==> config.mk <==
export PLATFORM = sky130hd
export DESIGN_NAME = fcr_device_flat
export DESIGN_NICKNAME = d
export VERILOG_FILES = /design/src/shared/fcr_pkg.sv /design/src/shared/fcr_if.sv /design/src/core/fcr_device.sv /design/src/flat_wrapper.sv
export SDC_FILE = /design/constraint.sdc
export NUM_CORES = 2
export LEC_CHECK = 0
export ABC_AREA = 1
export BUFFER_PORTS_ARGS = -buffer_cell sky130_fd_sc_hd__buf_2
export CAP_MARGIN = 20
export CELL_PAD_IN_SITES_DETAIL_PLACEMENT = 0
export CELL_PAD_IN_SITES_GLOBAL_PLACEMENT = 1
export CORE_ASPECT_RATIO = 0.8
export CORE_MARGIN = 3
export CORE_UTILIZATION = 35
export CTS_CLUSTER_SIZE = 16
export DETAILED_ROUTE_END_ITERATION = 6
export GPL_ROUTABILITY_DRIVEN = 0
export PLACE_DENSITY_LB_ADDON = 0.1
export SYNTH_ARGS = -nofsm -noshare
export SYNTH_HDL_FRONTEND = slang
export SYNTH_SLANG_ARGS = --single-unit
==> constraint.sdc <==
create_clock -name mclk -period 3 [get_ports mclk]
set_input_delay 0.3 -clock mclk [delete_from_list [all_inputs] [get_ports mclk]]
set_output_delay 0.3 -clock mclk [all_outputs]
set_load 0.1 [all_outputs]
==> src/shared/fcr_pkg.sv <==
// Overview of operation
// - Area one blocks lockable against program/erase.
// - Both program areas rewritable, three paths.
// - Area two usable only while disable bit 0.
// - Map bit 1 puts data flash at E000-FFFF.
// - Data flash is blocks A and B.
// - Controller slows clock, sets wait before rewrite.
// - RAM-executing mode forbids flash-reading trap instructions.
// - RAM-executing mode needs vectors moved to RAM.
// - RAM mode: NMI or watchdog resets mode registers.
// - No address match; rerun after halt.
// - Flash mode: hold interrupts during auto operation.
// - Flash mode: NMI resets mode registers, stops.
// - Flash mode: watchdog frozen during auto operation.
// - Enable bit takes 1 only after 0.
// - Never rewrite the block holding the program.
//
// Purpose: Shared constants for the flash rewrite controller and its host.
// Assumes: One clock, mclk at 25 MHz, synchronous active-low reset.
// Notes: Block indices 0-7 are area one, 8 area two, 9 and 10 data flash.
package fcr_pkg;
	localparam int NUM_BLK = 11;
	localparam int AREA1_BLKS = 8;
	localparam int WORDS_PER_BLK = 16;
	localparam int NUM_WORDS = NUM_BLK * WORDS_PER_BLK;
	localparam logic [3:0] BLK_AREA2 = 4'h8;
	localparam logic [3:0] BLK_DATA_A = 4'h9;
	localparam logic [3:0] BLK_DATA_B = 4'ha;
	localparam logic [15:0] DATA_BASE = 16'he000;
	localparam logic [3:0] AREA2_PAGE = 4'h1;
	// Register selects on the link.
	localparam logic [2:0] SEL_FLASH_MODE_REG_ZERO = 3'h0;
	localparam logic [2:0] SEL_FLASH_MODE_REG_ONE = 3'h1;
	localparam logic [2:0] SEL_PM1 = 3'h2;
	localparam logic [2:0] SEL_CM = 3'h3;
	localparam logic [2:0] SEL_SECOND_AREA_CONTROL_REG = 3'h4;
	localparam logic [2:0] SEL_LOCK = 3'h5;
	// Field positions.
	localparam int ENA_BIT = 1;
	localparam int ENB_BIT = 2;
	localparam int EW1_BIT = 1;
	localparam int MAP_BIT = 0;
	localparam int WAIT_BIT = 7;
	localparam int DIS_BIT = 0;
	// Values after reset.
	localparam logic [7:0] SECOND_AREA_CONTROL_REG_RST = 8'h01;
	localparam logic [7:0] LOCK_RST = 8'h00;
	localparam logic [7:0] CM_RST = 8'h00;
	// Divider code giving mclk/4, 6.25 MHz, under the 10 MHz limit.
	localparam logic [7:0] CLK_DIV_SAFE = 8'h06;
	localparam int CPU_CLK_MAX_MHZ = 10;
	localparam int MCLK_MHZ = 25;
	// Auto operation lengths in mclk cycles.
	localparam logic [7:0] PROG_CYCLES = 8'd20;
	localparam logic [7:0] ERASE_CYCLES = 8'd40;
	// Host register offsets.
	localparam logic [7:0] OFS_CTRL = 8'h00;
	localparam logic [7:0] OFS_ADDR = 8'h04;
	localparam logic [7:0] OFS_DATA = 8'h08;
	localparam logic [7:0] OFS_STAT = 8'h0c;
	localparam logic [7:0] OFS_MAP = 8'h10;
	localparam logic [1:0] RESP_OKAY = 2'b00;
	localparam logic [1:0] RESP_SLVERR = 2'b10;
	typedef enum logic [1:0] {FCR_SRC_CPU, FCR_SRC_SERIAL, FCR_SRC_PARALLEL} fcr_src_t;
endpackage : fcr_pkg

==> src/shared/fcr_if.sv <==
// Purpose: Link between the rewrite host and the flash controller.
// Assumes: Both ends run on mclk.
// Notes: Register writes and commands are one-cycle strobes.
`timescale 1ns/1ps
`default_nettype none
interface fcr_if (
	input wire logic mclk
);
	logic regWr;
	logic [2:0] regSel;
	logic [7:0] regWdata;
	logic cmdValid;
	logic cmdErase;
	logic [15:0] cmdAddr;
	logic [7:0] cmdData;
	logic cmdBusy;
	logic cmdDone;
	logic cmdRefused;
	logic cmdAborted;
	logic modeEw1;
	logic rewriteOn;
	modport device (input regWr, regSel, regWdata, cmdValid, cmdErase, cmdAddr, cmdData,
		output cmdBusy, cmdDone, cmdRefused, cmdAborted, modeEw1, rewriteOn);
	modport host (output regWr, regSel, regWdata, cmdValid, cmdErase, cmdAddr, cmdData,
		input cmdBusy, cmdDone, cmdRefused, cmdAborted, modeEw1, rewriteOn);
endinterface : fcr_if
`default_nettype wire

==> src/core/fcr_device.sv <==
// Purpose: Flash array with mapping, locking, guarded enables and auto operations.
// Assumes: Host end on the same mclk; nmiPin is asynchronous.
// Notes: Programming only clears bits, as real flash cells do.
`timescale 1ns/1ps
`default_nettype none
module fcr_device
	import fcr_pkg::*;
(
	input wire logic mclk,
	input wire logic rst_n,
	fcr_if.device lnk,
	input wire logic nmiPin,
	input wire logic wdtEvent,
	input wire logic [1:0] bootSrc,
	input wire logic extValid,
	input wire logic extErase,
	input wire logic [15:0] extAddr,
	input wire logic [7:0] extData,
	input wire logic [15:0] rdAddr,
	output logic [7:0] rdData,
	output logic rdHit,
	output logic wdtFreeze,
	output logic dataMapped,
	output logic area2On,
	output logic memWait
);
	logic [7:0] mem [NUM_WORDS];
	logic [7:0] flash_mode_reg_zero_reg;
	logic [7:0] flash_mode_reg_one_reg;
	logic [7:0] pm1_reg;
	logic [7:0] cm_reg;
	logic [7:0] second_area_control_reg_reg;
	logic [7:0] lock_reg;
	logic armA_reg;
	logic armB_reg;
	logic nmiS1_reg;
	logic nmiS2_reg;
	logic nmiOld_reg;
	logic busy_reg;
	logic erase_reg;
	logic [3:0] blk_reg;
	logic [3:0] word_reg;
	logic [7:0] data_reg;
	logic [7:0] cnt_reg;
	logic done_reg;
	logic refused_reg;
	logic aborted_reg;
	logic nmiEdge;
	logic abortNow;
	logic selFmr0;
	logic reqValid;
	logic reqErase;
	logic [15:0] reqAddr;
	logic [7:0] reqData;
	logic [4:0] reqDec;
	logic reqLocked;
	logic [7:0] lockVec;
	fcr_src_t src;

	// Decode a CPU address into {hit, block}; word index is the low nibble.
	function automatic logic [4:0] decode(input logic [15:0] a, input logic mapOn,
		input logic a2Off);
		logic [4:0] r;
		r = 5'h00;
		if (mapOn && a >= DATA_BASE) begin
			r = {1'b1, a[12] ? BLK_DATA_B : BLK_DATA_A};
		end else if (a[15]) begin
			r = {2'b10, a[14:12]};
		end else if (a[15:12] == AREA2_PAGE && !a2Off) begin
			r = {1'b1, BLK_AREA2};
		end
		return r;
	endfunction : decode

	// The NMI pin is asynchronous, so it passes two flops before the edge detector.
	always_ff @(posedge mclk) begin
		if (!rst_n) begin
			nmiS1_reg <= 1'b0;
			nmiS2_reg <= 1'b0;
			nmiOld_reg <= 1'b0;
		end else begin
			nmiS1_reg <= nmiPin;
			nmiS2_reg <= nmiS1_reg;
			nmiOld_reg <= nmiS2_reg;
		end
	end

	assign nmiEdge = nmiS2_reg && !nmiOld_reg;
	// NMI or watchdog halts RAM mode
	assign abortNow = nmiEdge || (wdtEvent && !flash_mode_reg_one_reg[EW1_BIT]);
	assign selFmr0 = lnk.regWr && lnk.regSel == SEL_FLASH_MODE_REG_ZERO;
	assign src = fcr_src_t'(bootSrc);

	always_comb begin
		if (src == FCR_SRC_CPU) begin
			reqValid = lnk.cmdValid && flash_mode_reg_zero_reg[ENA_BIT];
			reqErase = lnk.cmdErase;
			reqAddr = lnk.cmdAddr;
			reqData = lnk.cmdData;
		end else begin
			reqValid = extValid;
			reqErase = extErase;
			reqAddr = extAddr;
			reqData = extData;
		end
	end

	// Per-block lock decode; only area one blocks carry a lock bit.
	genvar gi;
	generate
		for (gi = 0; gi < AREA1_BLKS; gi++) begin : gLock
			assign lockVec[gi] = lock_reg[gi] && reqDec[3:0] == 4'(gi);
		end
	endgenerate

	assign reqDec = decode(reqAddr, pm1_reg[MAP_BIT], second_area_control_reg_reg[DIS_BIT]);
	assign reqLocked = |lockVec;

	// Flash mode register zero with its guarded enables.
	always_ff @(posedge mclk) begin
		if (!rst_n) begin
			flash_mode_reg_zero_reg <= 8'h00;
			armA_reg <= 1'b0;
			armB_reg <= 1'b0;
		end else if (abortNow) begin
			flash_mode_reg_zero_reg <= 8'h00;
			armA_reg <= 1'b0;
			armB_reg <= 1'b0;
		end else if (selFmr0) begin
			if (!lnk.regWdata[ENA_BIT]) begin
				flash_mode_reg_zero_reg[ENA_BIT] <= 1'b0;
				armA_reg <= 1'b1;
			end else if (armA_reg) begin
				flash_mode_reg_zero_reg[ENA_BIT] <= 1'b1;
				armA_reg <= 1'b0;
			end
			if (!lnk.regWdata[ENB_BIT]) begin
				flash_mode_reg_zero_reg[ENB_BIT] <= 1'b0;
				armB_reg <= 1'b1;
			end else if (armB_reg) begin
				flash_mode_reg_zero_reg[ENB_BIT] <= 1'b1;
				armB_reg <= 1'b0;
			end
		end
	end

	// Flash mode register one; also cleared by the forced reset.
	always_ff @(posedge mclk) begin
		if (!rst_n) begin
			flash_mode_reg_one_reg <= 8'h00;
		end else if (abortNow) begin
			flash_mode_reg_one_reg <= 8'h00;
		end else if (lnk.regWr && lnk.regSel == SEL_FLASH_MODE_REG_ONE) begin
			flash_mode_reg_one_reg <= lnk.regWdata;
		end
	end

	// Mapping, clock and lock registers; not touched by an abort.
	always_ff @(posedge mclk) begin
		if (!rst_n) begin
			pm1_reg <= 8'h00;
			cm_reg <= CM_RST;
			second_area_control_reg_reg <= SECOND_AREA_CONTROL_REG_RST;
			lock_reg <= LOCK_RST;
		end else if (lnk.regWr) begin
			case (lnk.regSel)
				SEL_PM1: pm1_reg <= lnk.regWdata;
				SEL_CM: cm_reg <= lnk.regWdata;
				SEL_SECOND_AREA_CONTROL_REG: second_area_control_reg_reg <= lnk.regWdata;
				SEL_LOCK: lock_reg <= lnk.regWdata;
				default: ;
			endcase
		end
	end

	// Auto program/erase sequencer; a new request is taken only while idle.
	always_ff @(posedge mclk) begin
		if (!rst_n) begin
			busy_reg <= 1'b0;
			erase_reg <= 1'b0;
			blk_reg <= 4'h0;
			word_reg <= 4'h0;
			data_reg <= 8'h00;
			cnt_reg <= 8'h00;
			done_reg <= 1'b0;
			refused_reg <= 1'b0;
			aborted_reg <= 1'b0;
		end else begin
			done_reg <= 1'b0;
			refused_reg <= 1'b0;
			aborted_reg <= 1'b0;
			if (busy_reg) begin
				if (abortNow) begin
					busy_reg <= 1'b0;
					aborted_reg <= 1'b1;
				end else if (cnt_reg == 8'd1) begin
					busy_reg <= 1'b0;
					done_reg <= 1'b1;
				end else begin
					cnt_reg <= cnt_reg - 8'd1;
				end
			end else if (reqValid) begin
				if (!reqDec[4] || reqLocked) begin
					refused_reg <= 1'b1;
				end else begin
					busy_reg <= 1'b1;
					erase_reg <= reqErase;
					blk_reg <= reqDec[3:0];
					word_reg <= reqAddr[3:0];
					data_reg <= reqData;
					cnt_reg <= reqErase ? ERASE_CYCLES : PROG_CYCLES;
				end
			end
		end
	end

	// The array changes only at the last cycle of an operation that was not aborted.
	always_ff @(posedge mclk) begin
		if (busy_reg && !abortNow && cnt_reg == 8'd1) begin
			if (erase_reg) begin
				for (int i = 0; i < WORDS_PER_BLK; i++) begin
					mem[{blk_reg, 4'(i)}] <= 8'hff;
				end
			end else begin
				mem[{blk_reg, word_reg}] <= mem[{blk_reg, word_reg}] & data_reg;
			end
		end
	end

	// Registered read port; a miss reads as all ones.
	always_ff @(posedge mclk) begin
		logic [4:0] d;
		d = decode(rdAddr, pm1_reg[MAP_BIT], second_area_control_reg_reg[DIS_BIT]);
		if (!rst_n) begin
			rdData <= 8'hff;
			rdHit <= 1'b0;
		end else begin
			rdHit <= d[4];
			rdData <= d[4] ? mem[{d[3:0], rdAddr[3:0]}] : 8'hff;
		end
	end

	// Status back to the host and out to the system.
	always_ff @(posedge mclk) begin
		if (!rst_n) begin
			wdtFreeze <= 1'b0;
			dataMapped <= 1'b0;
			area2On <= 1'b0;
			memWait <= 1'b0;
		end else begin
			wdtFreeze <= busy_reg && flash_mode_reg_one_reg[EW1_BIT] && !(abortNow || cnt_reg == 8'd1);
			dataMapped <= pm1_reg[MAP_BIT];
			area2On <= !second_area_control_reg_reg[DIS_BIT];
			memWait <= pm1_reg[WAIT_BIT];
		end
	end

	assign lnk.cmdBusy = busy_reg;
	assign lnk.cmdDone = done_reg;
	assign lnk.cmdRefused = refused_reg;
	assign lnk.cmdAborted = aborted_reg;
	assign lnk.modeEw1 = flash_mode_reg_one_reg[EW1_BIT];
	assign lnk.rewriteOn = flash_mode_reg_zero_reg[ENA_BIT];
endmodule : fcr_device
`default_nettype wire

==> src/flat_wrapper.sv <==
// flat-port wrapper written by rule: the top's interface ports become plain ports
module fcr_device_flat import fcr_pkg::*;
  (mclk, rst_n, nmiPin, wdtEvent, bootSrc, extValid, extErase, extAddr, extData, rdAddr, rdData, rdHit, wdtFreeze, dataMapped, area2On, memWait, lnk_regWr, lnk_regSel, lnk_regWdata, lnk_cmdValid, lnk_cmdErase, lnk_cmdAddr, lnk_cmdData, lnk_cmdBusy, lnk_cmdDone, lnk_cmdRefused, lnk_cmdAborted, lnk_modeEw1, lnk_rewriteOn);
  fcr_if lnk_i (.mclk(mclk));
  input wire logic mclk;
  input wire logic rst_n;
  input wire logic nmiPin;
  input wire logic wdtEvent;
  input wire logic [1:0] bootSrc;
  input wire logic extValid;
  input wire logic extErase;
  input wire logic [15:0] extAddr;
  input wire logic [7:0] extData;
  input wire logic [15:0] rdAddr;
  output logic [7:0] rdData;
  output logic rdHit;
  output logic wdtFreeze;
  output logic dataMapped;
  output logic area2On;
  output logic memWait;
  input wire logic [$bits(lnk_i.regWr)-1:0] lnk_regWr;
  input wire logic [$bits(lnk_i.regSel)-1:0] lnk_regSel;
  input wire logic [$bits(lnk_i.regWdata)-1:0] lnk_regWdata;
  input wire logic [$bits(lnk_i.cmdValid)-1:0] lnk_cmdValid;
  input wire logic [$bits(lnk_i.cmdErase)-1:0] lnk_cmdErase;
  input wire logic [$bits(lnk_i.cmdAddr)-1:0] lnk_cmdAddr;
  input wire logic [$bits(lnk_i.cmdData)-1:0] lnk_cmdData;
  output wire logic [$bits(lnk_i.cmdBusy)-1:0] lnk_cmdBusy;
  output wire logic [$bits(lnk_i.cmdDone)-1:0] lnk_cmdDone;
  output wire logic [$bits(lnk_i.cmdRefused)-1:0] lnk_cmdRefused;
  output wire logic [$bits(lnk_i.cmdAborted)-1:0] lnk_cmdAborted;
  output wire logic [$bits(lnk_i.modeEw1)-1:0] lnk_modeEw1;
  output wire logic [$bits(lnk_i.rewriteOn)-1:0] lnk_rewriteOn;
  assign lnk_i.regWr = lnk_regWr;
  assign lnk_i.regSel = lnk_regSel;
  assign lnk_i.regWdata = lnk_regWdata;
  assign lnk_i.cmdValid = lnk_cmdValid;
  assign lnk_i.cmdErase = lnk_cmdErase;
  assign lnk_i.cmdAddr = lnk_cmdAddr;
  assign lnk_i.cmdData = lnk_cmdData;
  assign lnk_cmdBusy = lnk_i.cmdBusy;
  assign lnk_cmdDone = lnk_i.cmdDone;
  assign lnk_cmdRefused = lnk_i.cmdRefused;
  assign lnk_cmdAborted = lnk_i.cmdAborted;
  assign lnk_modeEw1 = lnk_i.modeEw1;
  assign lnk_rewriteOn = lnk_i.rewriteOn;
  fcr_device u_core (.mclk(mclk), .rst_n(rst_n), .lnk(lnk_i), .nmiPin(nmiPin), .wdtEvent(wdtEvent), .bootSrc(bootSrc), .extValid(extValid), .extErase(extErase), .extAddr(extAddr), .extData(extData), .rdAddr(rdAddr), .rdData(rdData), .rdHit(rdHit), .wdtFreeze(wdtFreeze), .dataMapped(dataMapped), .area2On(area2On), .memWait(memWait));
endmodule
==> reports/metrics.yaml <==
drv_cap: 0
worst_ir_drop_vdd_mv: 0.415
die_height_um: 435
critPathSlowestCell: "dfxtp_4"
port_buffers: 80
status: "finished with violations"
io_pins: 105
clkLatencyLatePin_ps: 870
start_util_pct: 35.4
yosysUniqueCellTypes: 32
syn_inst: 9538
cts_sinks: 1475
worst-r2r-setup-slack_ps: -420
grt_pass1_wl_mm: 504
drtPass1Iterations: 7
drt-total-wl_mm: 365
p_leak_nw: 37.4
wl_met1_mm: 160
wl_per_cell_um: 27.8
largest_register_ffs: 1408
nNetsFinal: 10112
tightest_slew_ps: 868
wl_met3_mm: 39.2
synth_seq_cells: 1475
drt_iter0_drc: 10463
r2r_end: "u_core.mem[175][1]"
vias_per_cell: 5.78
postRouteAntennaNets: 0
setup_viol: 1434
core_area_um2: 228000
cp_max_fo: 30
antenna_found_initial: 17
crit_cells: 17
critPathBufInv: 7
cp_cell_sequence: "inv_8 > buf_12 > buf_4 > buf_12 > nor2_1 > o21ai_1 > nand2_1 > nand3_1 > nand3_1 > a21oi_1 > o21ai_1 > nand3_1 > buf_4 > nand2_8 > clkbuf_16 > buf_16 > nand2_1"
path_class: "reg2reg"
route.detailed.drc: 0
fmax_mhz: 293
grt_max_degree: 74
setup_slack_ps: -417
required_ps: 3690
fin_skew_ps: 63.5
ys_warn_count: 0
cts-htree-levels: 4
cp-start-kind: "register"
failed_checks: "setup timing"
area_growth_pct: 21.9
clk_pin_slew_ps: 60
endpoint: "u_core.mem[175][1]"
layout_min_cycle_time_ps: 3420
maxUsedRoutingLayer: "met4"
end_kind: "register"
fill_cells: 22226
cp_common_cell: "nand3_1"
vias: 76046
syn_avg_cell_area_um2: 8.46
hold_path_class: "in2reg"
grt_pass1_vias: 70194
fin_crit_sh_pct: 114
p_total_w: 0.0538
cts_root_buf: "clkbuf_16"
cts_made_buffers: 176
final_cells: 13161
critPathMaxStageDelay_ps: 380
syn_nets: 9626
place_ws_ps: -469
ys_seq_area_share_pct: 54.1
cts_buffer_depth: 4
synth_top_area_share_pct: 52.4
syn_area_um2: 80600
drive_gt1_share_pct: 13.6
gr-usage-all-layers_pct: 29.0
setup_tns_ps: -335830
rsz0062_at_grt: "true"
synth.area.top_cells: "edfxtp_1 52%, o21ai_0 10%, nand2_1 9.1%, nor2_1 6.5%, a21oi_1 3.3%"
power_density_nw_per_um2: 547
ff2ff_path_depth: 17
placed_cells: 12737
fp-row-count: 156
place_hpwl_mm: 245
wl_met2_mm: 155
tritoncts: "built"
arrival_ps: 4110
synth_top_cell_by_area: "edfxtp_1"
dieArea_um2: 236000
critical_path.top_delay_family: "buffers and inverters"
die_x_um: 543
max_slew_margin_pct: 42.1
maxSlewViolCount: 0
top_register: "u_core.mem"
grt.overflow.total: 0
hold_violations: 0
[worst min-delay path, cell delays in order]
cell     delay [ps]
buf_2           100
nand2_1          50
nand2_1         120
nand3_1         160
nand3_1         100
nor2_1           40
[logic make-up (layout without fill, tap and decap cells)]
group	Yosys count	in the layout	synth area share, %
AO/OA/AOI/OAI	2803	2803	18.9
multiplexers	13	13	0.161
XOR/XNOR	1	1	0.0109
adder cells (fa/ha/maj)	2	2	0.0310
other	0	5	0
AND/OR/NAND/NOR	3901	3903	19.0
buffers and inverters	1343	1957	7.77
flip-flops	1475	1475	54.1
[cell usage in the layout, fill, tap and decap left out, types with 131 or more instances in the layout]
master | synthesis | routed
buf_12 | 0 | 227
nand3_1 | 503 | 491
buf_4 | 25 | 683
o22ai_1 | 131 | 131
inv_1 | 513 | 507
clkbuf_16 | 0 | 207
o21ai_0 | 1645 | 1626
o211ai_1 | 250 | 250
o21ai_1 | 119 | 134
nor2_1 | 1400 | 1399
nand2_1 | 1964 | 1949
a21oi_1 | 539 | 535
edfxtp_1 | 1408 | 1408
[report_power, final]
| part | switching [W] | leakage, nW | internal, W |
|---|---|---|---|
| registers | 0.0000982 | 17.2 | 0.0223 |
| clock network | 0.00911 | 2.75 | 0.0127 |
| logic | 0.00648 | 17.5 | 0.00318 |
[metrics by stage]
stage	hold slack, ps	utilization, %	cell area [um2]
2_1_floorplan	390	-	80700
3_3_place_gp	396	39.8	90700
3_5_place_dp	406	39.8	90700
4_1_cts	17.9	42.6	97000
5_1_grt	71.7	43.2	98300
6_report	49.7	43.2	98300
[worst min-delay path by stage]
stage                                 from               endpoint  slack (ps)  cells after the start
after floorplan           u_core.nmiS1_reg       u_core.nmiS2_reg         390                      2
after global placement    u_core.nmiS1_reg       u_core.nmiS2_reg         400                      2
after detailed placement  u_core.nmiS1_reg       u_core.nmiS2_reg         410                      2
after CTS                   lnk_cmdAddr[3]               register          20                      3
after global routing        lnk_cmdAddr[3]               register          70                      3
final                      lnk_cmdAddr[15]  u_core.lnk.cmdRefused          50                      6
[routing by layer]
metal / up-vias / GRT usage (%)
met5: - / 0
met4: 0 / 8.20
met3: 575 / 6.22
met2: 4235 / 42.8
met1: 37263 / 42.7
li1: 33973 / -
[synthesized netlist by cell type (all sizes together)]
master and number:
or2 6, xnor2 1, ha 2, nor3 13, o21ai 1764, nor4 1, a31oi 2, dfxtp 67
nand2 1972, inv 526, a21oi 539, o31ai 4, buf 324, o22ai 131, o221ai 107, nand4 5
a311o 4, mux2i 13, edfxtp 1408, nor2 1401, clkbuf 481, o211ai 250, nand3 503, clkinv 12
a211oi 2
[layout make-up]
type / count / area, um2 / area share [%]
diodes: 5 / 12.5 / 0.0127
clock buffers: 216 / 4680 / 4.76
clock inverters: 92 / 973 / 0.990
inverters: 538 / 2060 / 2.09
multi-input cells: 6722 / 31100 / 31.6
flip-flops and latches: 1475 / 43600 / 44.4
well taps: 3002 / 3760 / 3.82
repair buffers: 1111 / 12200 / 12.4
[repair_timing]
action | CTS | global route
endpoints found under the hold margin | 42 | 0
hold buffers | 58 | 0
cloned | 1 | 32
setup buffers | 4 | 16
pin swaps | 1 | 3
gates resized for setup | 12 | 87
endpoints found under the setup margin | 1440 | 2212
Note: power is estimated with default switching activity, not from simulation.
